`src/inc/fdpin_consts.vh`:
```
`ifndef FDPIN_CONSTS_VH
`define FDPIN_CONSTS_VH

// Register addresses on the 3-bit host port
`define FDPIN_ADDR_W          3
`define FDPIN_A_INT_STATUS    3'h1
`define FDPIN_A_DRIVE_CTRL    3'h2
`define FDPIN_A_MODE          3'h3
`define FDPIN_A_INT_MASK      3'h4
`define FDPIN_A_TRACK_COUNT   3'h5
`define FDPIN_A_PIN_STATE     3'h6
`define FDPIN_A_MEDIA_RATE    3'h7

// Drive control fields
`define FDPIN_DC_UNIT_LO      0
`define FDPIN_DC_UNIT_HI      1
`define FDPIN_DC_HOST_IRQ_EN  3
`define FDPIN_DC_SPINDLE_LO   4
`define FDPIN_DC_SPINDLE_HI   7
`define FDPIN_DC_RESET        8'h00

// Mode fields
`define FDPIN_MODE_READ_GATE  0
`define FDPIN_MODE_HEAD_ONE   1
`define FDPIN_MODE_RESET      8'h00

// Media change readback bit
`define FDPIN_MEDIA_BIT       7

// Data rate codes
`define FDPIN_RATE_500K       2'h0
`define FDPIN_RATE_300K       2'h1
`define FDPIN_RATE_250K       2'h2
`define FDPIN_RATE_1M         2'h3
`define FDPIN_RATE_RESET      2'h2

// Interrupt status bits
`define FDPIN_EV_ATTENTION    0
`define FDPIN_EV_TRACK_START  1
`define FDPIN_EV_MEDIA_CHANGE 2
`define FDPIN_EV_W            3
`define FDPIN_EV_RESET        3'h0

`endif

```
`src/rtl/fdpin_sync.v`:
```
`timescale 1ns/1ns
module fdpin_sync #(
    parameter WIDTH = 1
) (
    input  wire             clk_sys,
    input  wire             reset,
    input  wire [WIDTH-1:0] async_in,
    input  wire [WIDTH-1:0] reset_value,
    output reg  [WIDTH-1:0] sync_out
);

reg [WIDTH-1:0] stage_one;

// First stage feeds only the second stage
always @(posedge clk_sys) begin
    if (reset) begin
        stage_one <= reset_value;
        sync_out  <= reset_value;
    end else begin
        stage_one <= async_in;
        sync_out  <= stage_one;
    end
end

endmodule

```
`src/rtl/fdpin_top.v`:
```
// Function
// Low two control bits pick drive number
// Select asserted only with matching motor bit
// Four active-low selects, selected one low
// Latched media change read inverted on bit7
// Read-gate mode repurposes media change pin
// Read gate low tracks crystal, high data
// Head output low for head one
// Drive pulses track start low per track
// Interrupt raised when operation needs attention
// Interrupt gated by control bit three
// Low-rate filter grounded at 250/300 kb/s
// High-rate filter grounded at 500 kb/s
// Active-low spindle output per motor bit
// Reset clears drive control to zero
// Drive outputs pull low only when active
// Exactly one filter ground follows rate
//
// Chosen here: the address-and-strobe port and the register addresses.
`timescale 1ns/1ns
`include "fdpin_consts.vh"
module fdpin_top #(
    parameter UNITS = 4,
    parameter TRACK_COUNT_W = 8
) (
    input  wire                       clk_sys,
    input  wire                       reset,
    input  wire [`FDPIN_ADDR_W-1:0]   reg_addr,
    input  wire [7:0]                 reg_wdata,
    input  wire                       reg_wr,
    input  wire                       reg_rd,
    output reg  [7:0]                 reg_rdata,
    input  wire                       media_change_input,
    input  wire                       track_start_n,
    input  wire                       op_attention,
    input  wire                       read_active,
    output wire                       unit0_select_n,
    output wire                       unit1_select_n,
    output wire                       unit2_select_n,
    output wire                       unit3_select_n,
    output wire                       unit0_spindle_on_n,
    output wire                       unit1_spindle_on_n,
    output wire                       unit2_spindle_on_n,
    output wire                       unit3_spindle_on_n,
    output reg                        head_choice_output,
    output reg                        low_rate_filter_ground,
    output reg                        high_rate_filter_ground,
    output reg                        sep_lock_to_data,
    output reg  [1:0]                 rate_select,
    output reg                        host_irq
);

////////////////////////////////////////////////////////////////////////////////
// Decode helpers

function [UNITS-1:0] unit_decode;
    input [1:0] unit;
    integer k;
    begin
        unit_decode = {UNITS{1'b0}};
        for (k = 0; k < UNITS; k = k + 1) begin
            if (unit == k[1:0]) begin
                unit_decode[k] = 1'b1;
            end
        end
    end
endfunction

function is_low_rate;
    input [1:0] rate;
    begin
        // Fastest rate joins the high-rate group
        is_low_rate = (rate == `FDPIN_RATE_250K) ||
                      (rate == `FDPIN_RATE_300K);
    end
endfunction

////////////////////////////////////////////////////////////////////////////////
// Pin synchronisers

wire [1:0] pins_sync;
wire       media_pin;
wire       track_pin_n;

// Both pins idle high, so the chain resets to ones
fdpin_sync #(
    .WIDTH       (2)
) u_pin_sync (
    .clk_sys     (clk_sys),
    .reset       (reset),
    .async_in    ({track_start_n, media_change_input}),
    .reset_value (2'h3),
    .sync_out    (pins_sync)
);

assign media_pin   = pins_sync[0];
assign track_pin_n = pins_sync[1];

////////////////////////////////////////////////////////////////////////////////
// Registers

reg  [7:0]               drive_ctrl;
reg  [7:0]               mode_reg;
reg  [`FDPIN_EV_W-1:0]   int_status;
reg  [`FDPIN_EV_W-1:0]   int_mask;
reg  [TRACK_COUNT_W-1:0] track_count;
reg                      media_latch;
reg                      track_prev_n;
reg  [UNITS-1:0]         select_n_q;
reg  [UNITS-1:0]         spindle_n_q;

wire                     read_gate_mode_bit;
wire                     host_signal_enable_bit;
wire [1:0]               unit_num;
wire [UNITS-1:0]         spindle_bits;
wire [UNITS-1:0]         unit_onehot;
wire                     track_start_edge;
wire                     media_change_edge;
wire [`FDPIN_EV_W-1:0]   events;
wire [`FDPIN_EV_W-1:0]   clear_bits;

assign read_gate_mode_bit     = mode_reg[`FDPIN_MODE_READ_GATE];
assign host_signal_enable_bit = drive_ctrl[`FDPIN_DC_HOST_IRQ_EN];
assign unit_num = drive_ctrl[`FDPIN_DC_UNIT_HI:`FDPIN_DC_UNIT_LO];
assign spindle_bits =
    drive_ctrl[`FDPIN_DC_SPINDLE_HI:`FDPIN_DC_SPINDLE_LO];
assign unit_onehot = unit_decode(unit_num);

// Start of track is the low level; count its leading edge once
assign track_start_edge = track_prev_n & ~track_pin_n;

// Media status only follows the pin outside read-gate mode
assign media_change_edge = ~read_gate_mode_bit &
                           (media_pin != media_latch);

assign events = {media_change_edge, track_start_edge, op_attention};

// Write-one-to-clear strobe for the status bits
assign clear_bits = (reg_wr && reg_addr == `FDPIN_A_INT_STATUS) ?
                    reg_wdata[`FDPIN_EV_W-1:0] : {`FDPIN_EV_W{1'b0}};

always @(posedge clk_sys) begin
    if (reset) begin
        drive_ctrl <= `FDPIN_DC_RESET;
        mode_reg   <= `FDPIN_MODE_RESET;
        int_mask   <= `FDPIN_EV_RESET;
        rate_select <= `FDPIN_RATE_RESET;
    end else if (reg_wr) begin
        case (reg_addr)
            `FDPIN_A_DRIVE_CTRL: begin
                drive_ctrl <= reg_wdata;
            end
            `FDPIN_A_MODE: begin
                mode_reg <= reg_wdata;
            end
            `FDPIN_A_INT_MASK: begin
                int_mask <= reg_wdata[`FDPIN_EV_W-1:0];
            end
            `FDPIN_A_MEDIA_RATE: begin
                rate_select <= reg_wdata[1:0];
            end
            default: begin
                drive_ctrl <= drive_ctrl;
            end
        endcase
    end
end

// Sticky status; a new event wins over a clear in the same cycle
always @(posedge clk_sys) begin
    if (reset) begin
        int_status <= `FDPIN_EV_RESET;
    end else begin
        int_status <= (int_status & ~clear_bits) | events;
    end
end

always @(posedge clk_sys) begin
    if (reset) begin
        media_latch  <= 1'b1;
        track_prev_n <= 1'b1;
        track_count  <= {TRACK_COUNT_W{1'b0}};
    end else begin
        track_prev_n <= track_pin_n;
        // Frozen in read-gate mode; the pin then steers the separator
        if (!read_gate_mode_bit) begin
            media_latch <= media_pin;
        end
        if (track_start_edge) begin
            track_count <= track_count + 1'b1;
        end
    end
end

////////////////////////////////////////////////////////////////////////////////
// Drive interface outputs

genvar u;
generate
    for (u = 0; u < UNITS; u = u + 1) begin : g_unit
        wire unit_hit;
        // Select needs both the decoded unit and its own motor bit
        assign unit_hit = unit_onehot[u];
        always @(posedge clk_sys) begin
            if (reset) begin
                select_n_q[u]  <= 1'b1;
                spindle_n_q[u] <= 1'b1;
            end else begin
                select_n_q[u]  <= ~(unit_hit & spindle_bits[u]);
                spindle_n_q[u] <= ~spindle_bits[u];
            end
        end
    end
endgenerate

assign unit0_select_n     = select_n_q[0];
assign unit1_select_n     = select_n_q[1];
assign unit2_select_n     = select_n_q[2];
assign unit3_select_n     = select_n_q[3];
assign unit0_spindle_on_n = spindle_n_q[0];
assign unit1_spindle_on_n = spindle_n_q[1];
assign unit2_spindle_on_n = spindle_n_q[2];
assign unit3_spindle_on_n = spindle_n_q[3];

always @(posedge clk_sys) begin
    if (reset) begin
        head_choice_output      <= 1'b1;
        low_rate_filter_ground  <= 1'b1;
        high_rate_filter_ground <= 1'b0;
        sep_lock_to_data        <= 1'b0;
    end else begin
        // Low pulls the line for head one, released means head zero
        head_choice_output <= ~mode_reg[`FDPIN_MODE_HEAD_ONE];
        low_rate_filter_ground  <= is_low_rate(rate_select);
        high_rate_filter_ground <= ~is_low_rate(rate_select);
        if (read_gate_mode_bit) begin
            sep_lock_to_data <= media_pin;
        end else begin
            sep_lock_to_data <= read_active;
        end
    end
end

////////////////////////////////////////////////////////////////////////////////
// Interrupt output

always @(posedge clk_sys) begin
    if (reset) begin
        host_irq <= 1'b0;
    end else begin
        // Level output; drops one clock after enable or mask clears
        host_irq <= host_signal_enable_bit &
                    (|(int_status & int_mask));
    end
end

////////////////////////////////////////////////////////////////////////////////
// Read data, valid the cycle after the read strobe

reg [7:0] next_rdata;

always @* begin
    next_rdata = 8'h00;
    case (reg_addr)
        `FDPIN_A_INT_STATUS: begin
            next_rdata[`FDPIN_EV_W-1:0] = int_status;
        end
        `FDPIN_A_DRIVE_CTRL: begin
            next_rdata = drive_ctrl;
        end
        `FDPIN_A_MODE: begin
            next_rdata = mode_reg;
        end
        `FDPIN_A_INT_MASK: begin
            next_rdata[`FDPIN_EV_W-1:0] = int_mask;
        end
        `FDPIN_A_TRACK_COUNT: begin
            next_rdata = track_count;
        end
        `FDPIN_A_PIN_STATE: begin
            // Synced pin levels plus separator and interrupt outputs for diagnostics
            next_rdata = {4'h0, host_irq, sep_lock_to_data,
                          track_pin_n, media_pin};
        end
        `FDPIN_A_MEDIA_RATE: begin
            next_rdata[`FDPIN_MEDIA_BIT] = ~media_latch;
        end
        default: begin
            next_rdata = 8'h00;
        end
    endcase
end

always @(posedge clk_sys) begin
    if (reset) begin
        reg_rdata <= 8'h00;
    end else if (reg_rd) begin
        // Zero outside the answer cycle so stale data never lingers
        reg_rdata <= next_rdata;
    end else begin
        reg_rdata <= 8'h00;
    end
end

endmodule

```
`config.mk`:
```
export PLATFORM = sky130hd
export DESIGN_NAME = fdpin_top
export DESIGN_NICKNAME = d
export VERILOG_FILES = /design/src/rtl/fdpin_sync.v /design/src/rtl/fdpin_top.v
export VERILOG_INCLUDE_DIRS = /design/src /design/src/inc
export SDC_FILE = /design/constraint.sdc
export NUM_CORES = 1
export LEC_CHECK = 0
export BUFFER_PORTS_ARGS = -buffer_cell sky130_fd_sc_hd__buf_2
export CORE_MARGIN = 2
export CORE_UTILIZATION = 45
export DETAILED_ROUTE_END_ITERATION = 6
export GPL_TIMING_DRIVEN = 0
export PLACE_DENSITY = 0.67
export SYNTH_ARGS = -nofsm -noshare
export SYNTH_HDL_FRONTEND = slang
export SYNTH_SLANG_ARGS = --single-unit
```
`constraint.sdc`:
```
create_clock -name clk_sys -period 2.3 [get_ports clk_sys]
set_input_delay 0.23 -clock clk_sys [delete_from_list [all_inputs] [get_ports clk_sys]]
set_output_delay 0.23 -clock clk_sys [all_outputs]
set_load 0.005 [all_outputs]
```
-- Word level (Yosys, flattened, before mapping)
Index checks and enable logic that the tools add are counted.
- add/subtract/negate cells: 1
- equality and inequality tests: 13
- mux-type cells: 9
- bitwise logic cells: 25
- reduce and logical (&&, ||, !) cells: 9
- operators by type and width (cell ; number):
    $pmux W3 S6 ; 1
    $pmux W4 S4 ; 1
    $not A1 Y1 ; 14
    $eq A3 B3 Y1 const B ; 4
    $add A8 B1 Y8 const B ; 1
    $reduce_and A2 Y1 ; 4
    $and A1 B1 Y1 ; 7
    $and A3 B3 Y3 ; 2
    $eq A2 B2 Y1 const B ; 3
    $eq A3 B2 Y1 const B ; 2
    $mux W1 ; 5
    $eq A2 B1 Y1 const B ; 2
    $pmux W1 S4 ; 1
    $eq A3 B1 Y1 const B ; 1
    $mux W3 ; 1
    $not A3 Y3 ; 1
    $or A3 B3 Y3 ; 1
    $reduce_or A3 Y1 ; 1
    $logic_not A2 Y1 ; 1
    $reduce_or A2 Y1 ; 1
    $logic_and A1 B1 Y1 ; 1
    $logic_or A1 B1 Y1 ; 1
    $ne A1 B1 Y1 ; 1
- register bits: 59
- input bits: 19
- output and inout port bits: 23
- logic and storage cells: 81

-- Longest topological paths before layout
Gate-level depths: netlist (run 1).
- depth after elaboration: 6
- mapped depth: 6
- depth with buffers taken out: 4

-- Cells and area by module
From an unflattened synthesis (run 1), not the netlist that was laid out.
- cell total of the unflattened synthesis: 247
- area, all modules: 2439.8 um^2
- by module, submodules not included (module ; instances ; cells an instance ; area an instance (um^2)):
    fdpin_top ; 1 ; 239 ; 2314.7
    fdpin_sync ; 1 ; 8 ; 125.1

-- Worst setup path before layout (run 1)
OpenSTA, ideal clock, no wires.
- path type: input-to-reg
- from: input reg_addr[0]
- to: register reg_rdata[3]
- setup time: 119 ps
- arrival time: 1007 ps
- required time: 2181 ps
- setup slack: 1174 ps
- cell stages on the path: 5
- buffers on the path: 2
- cells stage by stage: buf_6 > buf_6 > mux2_2 > a22oi_1 > nor2_1
- word-level cells in the longest chain between the ends: 2
- RTL lines (element ; line ; source):
    start, declared ; fdpin_top.v:28 ; input wire [`FDPIN_ADDR_W-1:0] reg_addr,
    $eq A3 B3 Y1 / $eq A3 B2 Y1 (equally long branches) ; fdpin_top.v:264 ; case (reg_addr)
    $pmux W4 S4 (*) ; fdpin_top.v:264 ;
    end signal, assigned ; fdpin_top.v:299 ; reg_rdata <= next_rdata;
    end, declared ; fdpin_top.v:32 ; output reg [7:0] reg_rdata,
Every way passes the cells marked *; elsewhere a longest branch is shown, timed or not.
A chain may end at the register's enable or synchronous reset.

-- Worst setup path in the final report (run 1)
- from: register track_count[0]
- to: register reg_rdata[0]
- word-level cells in the longest chain between the ends: 1
- RTL lines (element ; line ; source):
    start, declared ; fdpin_top.v:106 ; reg [TRACK_COUNT_W-1:0] track_count;
    start signal, assigned ; fdpin_top.v:182 ; track_count <= {TRACK_COUNT_W{1'b0}};
    start signal, assigned ; fdpin_top.v:190 ; track_count <= track_count + 1'b1;
    $pmux W3 S6 ; fdpin_top.v:264 ;
No other way between the ends.

==> run metrics, run 1 <==
VDD IR-drop max 0.455 mV; die height 76.1 um; # placed instances 362; synth-to-layout area growth 20.0%; share of cells above drive strength 1 26.4%; Setup CP Type reg -> reg; post-layout min period 1.15 ns; Final Cycle Share 50.1%; Synth Register Bits 59; Final WS setup 1.15 ns; relative slew slack 64.2%; syn avg cell area 9.28 um^2; Final Skew 0.00601 ns; Worst Setup Start Kind flip-flop; Hold Vio Cnt, Final 0; Post-Place Worst Slack 0.806 ns; clock slew at reported path FFs 0.06 ns; Worst Hold Class in -> reg; status completed; core footprint 5070 um^2; Routed WL 5180 um; Rows 26; clk sink count 59; Final Cell Area 2810 um^2; # nets final 323; post-CTS setup buffers 0; die area 5790 um^2; GRT Residual Overflow 0; setup_tns 0 ns; TritonCTS Buffers 9; drt initial violations 133; WP data arrival 1.36 ns; Syn Nets 272; all-layer global routing usage 19.2%; ANT nets after route 0; drt drc 0; TritonCTS clock tree done; Crit. Startpoint track_count[0]; first-pass GRT wire length 8640 um; pwr dens 730 nW/um^2; crit end category flip-flop; area leader, netlist dfxtp_1; share of Yosys cell area claimed by the top area cell type 50.5%; initial antenna violation count 0; total of max-cap violations 0; dpl hpwl 3720 um; fmax 0.867 GHz; clk buf depth 2; vias in the first global route 1795; post-synthesis sequential area ratio 50.5%; unique cell type count in the Yosys netlist 43; largest cells by area after synthesis dfxtp_1, nand2_1, a21oi_1; drt pass-1 iters 4; cell area after synthesis 2340 um^2; vias 1899; CTS resizes 0; Vias per Instance 5.04; Die W 76.1 um; Setup violations, final 0; pin count of the biggest net entering global routing 11; I/O pin count 42; crit-path max FO 4; Util after Layout 55.3%; Area after DPL 2630 um^2; routed len/inst 13.7 um; Critical Path RT 2.50 ns; Ys Warns 0; Max Slew Vio Count 0; non-filler instance count after layout 377; clock latency on the worst-skew pair 0.33 ns; Starting Density 46.1%; RSZ-0062 raised after global routing false; start point of the worst min-delay path media_change_input; Syn Inst Count 252; Slew @ Worst Pin 0.537 ns; Antenna Cells 0; clk root buf clkbuf_8; worst r2r src track_count[0]; hold buffer count at cts 0; GPL Wtd Cong 0.783; input/output buffers 40; leak pwr 1.11 nW; H-tree levels 3
-- report_power, final --
| group | internal, mW | switching [mW] |
|---|---|---|
| registers | 1.04 | 0.0155 |
| logic | 0.0626 | 0.0821 |
| clock network | 0.470 | 0.374 |
-- cells by family after synthesis --
logic type	after synthesis	synth area share [%]
muxes	14	6.31
DFF	59	50.5
adders and majority gates	1	0.535
AOI/OAI and AO/OA	43	12.1
xor gates and xnor gates	9	3.37
buffers and inverters	16	3.91
and+or+nand+nor	110	23.2
-- final timing paths --
path                                   to  slack (ns)  depth (start not counted)
setup / recovery             reg_rdata[0]        1.15                          3
hold / removal    u_pin_sync.stage_one[0]        0.08                          2
setup reg to reg             reg_rdata[0]        1.15                          3
hold reg to reg    u_pin_sync.sync_out[1]        0.41                          1
-- cell usage in the layout (no fill, tap or decap), drive strengths merged, types with 6 or more instances in the layout --
cell type and count:
xor2 6, nand2 41, nor2b 12, nor2 28, clkbuf 18, mux2 6, mux2i 8, dfxtp 59
a21oi 22, buf 49
-- layer usage --
layer	vias up	global-route usage (%)	share of wire [%]
met5	-	0	0
met4	0	8.73	1.7
met3	8	3.91	4.9
met2	49	29.6	46
met1	888	26.1	47
li1	954	-	-
-- critical path, cell delays in order, from the launching register on --
cell and delay (ns):
dfxtp_1 0.35, mux2_2 0.27, a221oi_1 0.31, a211oi_2 0.10
-- cell usage after synthesis (all sizes together) --
| cell | instances |
|---|---|
| a22o | 1 |
| a21o | 1 |
| xnor2 | 3 |
| a21boi | 1 |
| nand3b | 2 |
| nand3 | 3 |
| nor2b | 12 |
| a211oi | 2 |
| a32oi | 1 |
| inv | 2 |
| nand2b | 5 |
| a21oi | 22 |
| nand4 | 4 |
| mux2 | 6 |
| ha | 1 |
| and4bb | 1 |
| and3b | 1 |
| xor2 | 6 |
| and2b | 1 |
| o21a | 1 |
| nor3b | 2 |
| a22oi | 5 |
| clkbuf | 5 |
| mux2i | 8 |
| dfxtp | 59 |
| a211o | 2 |
| nor2 | 28 |
| nand2 | 41 |
| a222oi | 1 |
| and2 | 2 |
| and3 | 2 |
| or2 | 5 |
| and4b | 1 |
| buf | 9 |
| o21ai | 3 |
| a221oi | 3 |
-- layout make-up --
cell class / instances / area, um^2
Buffer: 14 / 83.8
Clock buffer: 13 / 169
Sequential cell: 59 / 1180
Multi-Input combinational cell: 177 / 1070
Inverter: 2 / 7.51
Clock inverter: 2 / 10.0
Fill cell: 489 / 2270
Tap cell: 70 / 87.6
Timing Repair Buffer: 40 / 200
-- stage by stage --
| stage | hold slack [ns] | power (mW) |
|---|---|---|
| floorplan | 0.334 | 1.17 |
| global placement | 0.391 | 1.23 |
| detailed placement | 0.403 | 1.23 |
| CTS | 0.0696 | 2.07 |
| global route | 0.0787 | 2.13 |
| finish | 0.0775 | 2.05 |
No activity file was read; power rests on OpenSTA's default activity.
==> run 2: changes to the inputs <==
clock period = 1.12 ns   (was 2.3 ns; I/O delays follow)
==> run 2 against run 1 <==
Net effect: wire length is 1.5% higher; first-iteration DRC count is 14% higher; clock-buffer cell count stayed put; hold slack worse by 0.058 ns; non-clock buffer count is 5 higher; combinational power is 120% higher; final area is 2.8% higher.
==> run metrics, run 2 (same netlist as run 1, synthesis figures left out) <==
Crit. Startpoint u_pin_sync.sync_out[1]; H-tree levels 3; drt initial violations 151; Routed WL 5250 um; input/output buffers 40; pwr dens 1460 nW/um^2; status completed; relative slew slack 64.5%; Final Cycle Share 96.4%; VDD IR-drop max 0.966 mV; R2R depth 4; ANT nets after route 0; all-layer global routing usage 19.4%; initial antenna violation count 0; clk sink count 59; share of cells above drive strength 1 31.1%; worst setup path end track_count[7]; die height 76.1 um; total of max-cap violations 0; Slew @ Worst Pin 0.533 ns; Hold Vio Cnt, Final 0; clk root buf clkbuf_8; drt drc 0; flop2flop setup slack 0.04 ns; # nets final 328; Worst Setup Start Kind flip-flop; fmax 0.926 GHz; RSZ-0062 raised after global routing true; Rows 26; Layout fillers 480; vias in the first global route 1817; Setup CP Type reg -> reg; GRT Residual Overflow 0; synth-to-layout area growth 23.3%; Vias per Instance 5.05; Critical Path RT 1.34 ns; vias 1931; TritonCTS Buffers 9; Max Slew Vio Count 0; crit end category flip-flop; Setup violations, final 0; drt pass-1 iters 4; WP data arrival 1.30 ns; Critical-path top delay cell dfxtp_2; first-pass GRT wire length 8700 um; post-layout min period 1.08 ns; Final Power 4.22 mW; TritonCTS clock tree done; worst reg2reg endpoint track_count[7]; Final Skew 0.00544 ns; Worst Hold Class in -> reg; dpl hpwl 3720 um; clock slew at reported path FFs 0.06 ns; die area 5790 um^2; routed len/inst 13.8 um; Die W 76.1 um; clock latency on the worst-skew pair 0.33 ns; CP cell instances and4b_2 -> nand4_1 -> xor2_1 -> nor2_1; clk buf depth 2; leak pwr 1.15 nW; most common cell after layout, fill and taps aside dfxtp_1; GPL Wtd Cong 0.783; pin count of the biggest net entering global routing 11; I/O pin count 42; start point of the worst min-delay path read_active; Critical Path Max Stage Delay 0.33 ns; crit-path max FO 4; Antenna Cells 0; worst r2r src u_pin_sync.sync_out[1]; core footprint 5070 um^2; setup_tns 0 ns; Starting Density 46.1%; commonest non-fill, non-tap cells in the layout dfxtp_1, buf_2, nand2_1, nor2_1, a21oi_1
run 2: layout make-up:
type	instances	area (um^2)	share of cell area, %
plain buffers	14	88.8	3.08
clock buffers	13	169	5.86
clock inverters	2	10.0	0.347
inverters	2	7.51	0.260
multi-input cells	177	1080	37.6
flip-flops and latches	59	1190	41.3
well taps	70	87.6	3.04
repair buffers	45	245	8.50
run 2: critical path: cells and delay by family (launching register included):
kind,cells,cell delay (ns)
and+or+nand+nor,3,0.47
xor gates and xnor gates,1,0.16
DFF,1,0.33
run 2: power breakdown:
group	switching (mW)	internal, mW
clock	0.764	0.964
sequential	0.0325	2.15
combinational	0.175	0.142
total	0.971	3.25
run 2: metrics by stage:
stage	area (um^2)	hold slack, ns	util, %	cells	worst slack (ns)
after floorplan	2340	0.216	-	252	0.0807
after global placement	2630	0.296	51.8	362	-0.261
after detailed placement	2630	0.298	51.8	362	-0.256
after CTS	2840	0.0165	55.9	380	0.00144
after global routing	2880	0.0303	56.8	382	-0.0700
final	2880	0.0199	56.8	382	0.0404
run 2: worst min path at each step:
stage                                         end  slack [ns]  cells after the start
after floorplan           u_pin_sync.stage_one[0]        0.22                      1
after global placement    u_pin_sync.stage_one[0]        0.30                      2
after detailed placement  u_pin_sync.stage_one[0]        0.30                      2
after CTS                        sep_lock_to_data        0.02                      3
after global routing                  mode_reg[6]        0.03                      3
final                            sep_lock_to_data        0.02                      3
run 2: repair_timing:
action / in CTS / in global routing
gates cloned: 0 / 0
buffers inserted: 0 / 2
resized for setup: 3 / 15
pin swaps: 1 / 3
hold buffers: 3 / 0
hold endpoints to repair: 3 / 0
endpoints found under the setup margin: 3 / 10
run 2: metal layers:
layer / part of all wire, % / wire length [um] / track usage (%) / up-vias
met5: 0 / 0 / 0 / -
met4: 1.6 / 86 / 8.73 / 0
met3: 5.7 / 297 / 3.91 / 10
met2: 45 / 2340 / 30.4 / 63
met1: 48 / 2530 / 25.9 / 894
li1: - / - / - / 964
==> run 3: changes to the inputs <==
CELL_PAD_IN_SITES_DETAIL_PLACEMENT = 0   (was not set)
CELL_PAD_IN_SITES_GLOBAL_PLACEMENT = 2   (was not set)
CORE_UTILIZATION = 33   (was 45)
CTS_BUF_LIST = sky130_fd_sc_hd__clkbuf_16   (was not set)
PLACE_DENSITY = not set   (was 0.67)
PLACE_DENSITY_LB_ADDON = 0.2   (was not set)
==> run 3 against run 2 <==
Net effect: non-clock buffer count down 2; clock-buffer cell count decreased by 4; final area increased by 3.3%; power is 15% higher; via count shrank 2.0%; wire length up 10%; fmax decreased by 2.2%; utilization shrank 13 points; die area is 34% higher; setup slack lost 0.024 ns; hold slack gained 0.020 ns; largest cell class unchanged; highest routed layer unchanged.
==> run metrics, run 3 (same netlist as run 1, synthesis figures left out) <==
Final Cycle Share 98.6%; Hold Vio Cnt, Final 0; # nets final 326; synth-to-layout area growth 27.4%; Worst Setup Start Kind flip-flop; # placed instances 388; Critical Path RT 1.32 ns; Final Power 4.86 mW; clk buf depth 2; pin count of the biggest net entering global routing 11; Die W 88.2 um; Top Layer Used met4; Max Slew Vio Count 0; vias in the first global route 1824; share of cells above drive strength 1 29.4%; die area 7780 um^2; commonest non-fill, non-tap cells in the layout dfxtp_1, buf_2, nand2_1, nor2_1, a21oi_1; dpl hpwl 4140 um; post-layout min period 1.10 ns; met3 WL 308 um; Rows 30; crit-path max FO 4; Hold WS 0.0395 ns; vias 1893; crit end category flip-flop; Met2 Routed Length 2580 um; VDD IR-drop max 0.730 mV; die height 88.2 um; relative slew slack 62.3%; routed len/inst 14.2 um; Final Skew 0.00639 ns; fmax 0.906 GHz; all-layer global routing usage 16.3%; Setup violations, final 0; first-pass GRT wire length 9300 um; most common cell after layout, fill and taps aside dfxtp_1; drt initial violations 44; input/output buffers 40; pwr dens 1630 nW/um^2; Starting Density 34.2%; Util after Layout 43.6%; status completed; Antenna Cells 0; leak pwr 1.17 nW; DRT met1 WL 2830 um; Slew @ Worst Pin 0.565 ns; core footprint 6830 um^2; RSZ-0062 raised after global routing true; clock latency on the worst-skew pair 0.32 ns; TritonCTS clock tree done; GPL Wtd Cong 0.760; Worst Hold Class in -> reg; H-tree levels 3; drt pass-1 iters 5; I/O pin count 42; clk root buf clkbuf_16; non-filler instance count after layout 406; total of max-cap violations 0; GRT Residual Overflow 0; clock slew at reported path FFs 0.05 ns; TritonCTS Buffers 9; Area after DPL 2660 um^2; clk sink count 59; Setup CP Type reg -> reg; drt drc 0; WP data arrival 1.30 ns; Routed WL 5780 um; initial antenna violation count 0; ANT nets after route 0; Vias per Instance 4.66; Final Cell Area 2980 um^2
[run 3: cell types whose count changed in the layout (fill, tap and decap cells not counted), moves of 2 or more]
cell,before,now
dfxtp_1,51,54
clkinvlp_4,0,2
clkbuf_16,0,9
dfxtp_2,8,5
clkbuf_8,12,0
[run 3: critical path, stage by stage, from the launching register on]
cell and delay [ns]:
dfxtp_2 0.35, and4b_1 0.27, nand4_1 0.13, xor2_1 0.18
nor2_1 0.05
[run 3: through the flow]
stage / TNS [ns] / worst slack (ns)
4_1_cts: 0 / 0.000887
6_report: 0 / 0.0162
5_1_grt: -0.0604 / -0.0475
2_1_floorplan: 0 / 0.0807
3_3_place_gp: -10.23 / -0.363
3_5_place_dp: -10.04 / -0.354
[run 3: where the power goes]
part           leakage [nW]  internal [mW]  switching [mW]
registers             0.481           2.15          0.0324
clock network         0.124           1.46           0.902
logic                 0.562          0.139           0.179
total                  1.17           3.75            1.11
[run 3: worst paths after layout]
check	start	end	slack [ns]	cells after the start
setup / recovery	track_count[1]	track_count[7]	0.02	4
hold reg to reg	u_pin_sync.stage_one[1]	u_pin_sync.sync_out[1]	0.40	1
setup reg to reg	track_count[1]	track_count[7]	0.02	4
hold / removal	read_active	sep_lock_to_data	0.04	3
[run 3: layer usage]
metal	track usage (%)	vias up
met3	6.13	6
met4	5.37	0
met1	21.4	876
met5	0	-
met2	24.8	45
li1	-	966
[run 3: final cells by class]
type | count | area, um^2
Tap cell | 96 | 120
Fill cell | 739 | 3850
Sequential cell | 59 | 1190
Buffer | 13 | 83.8
Inverter | 2 | 7.51
Multi-Input combinational cell | 177 | 1080
Timing Repair Buffer | 44 | 238
Clock buffer | 9 | 225
Clock inverter | 6 | 33.8
[run 3: timing repair]
item | CTS | global route
gates resized for setup | 5 | 6
setup endpoints to repair | 10 | 24
hold endpoints to repair | 3 | 0
pin swaps | 1 | 2
setup buffers | 0 | 1
hold buffers | 3 | 0
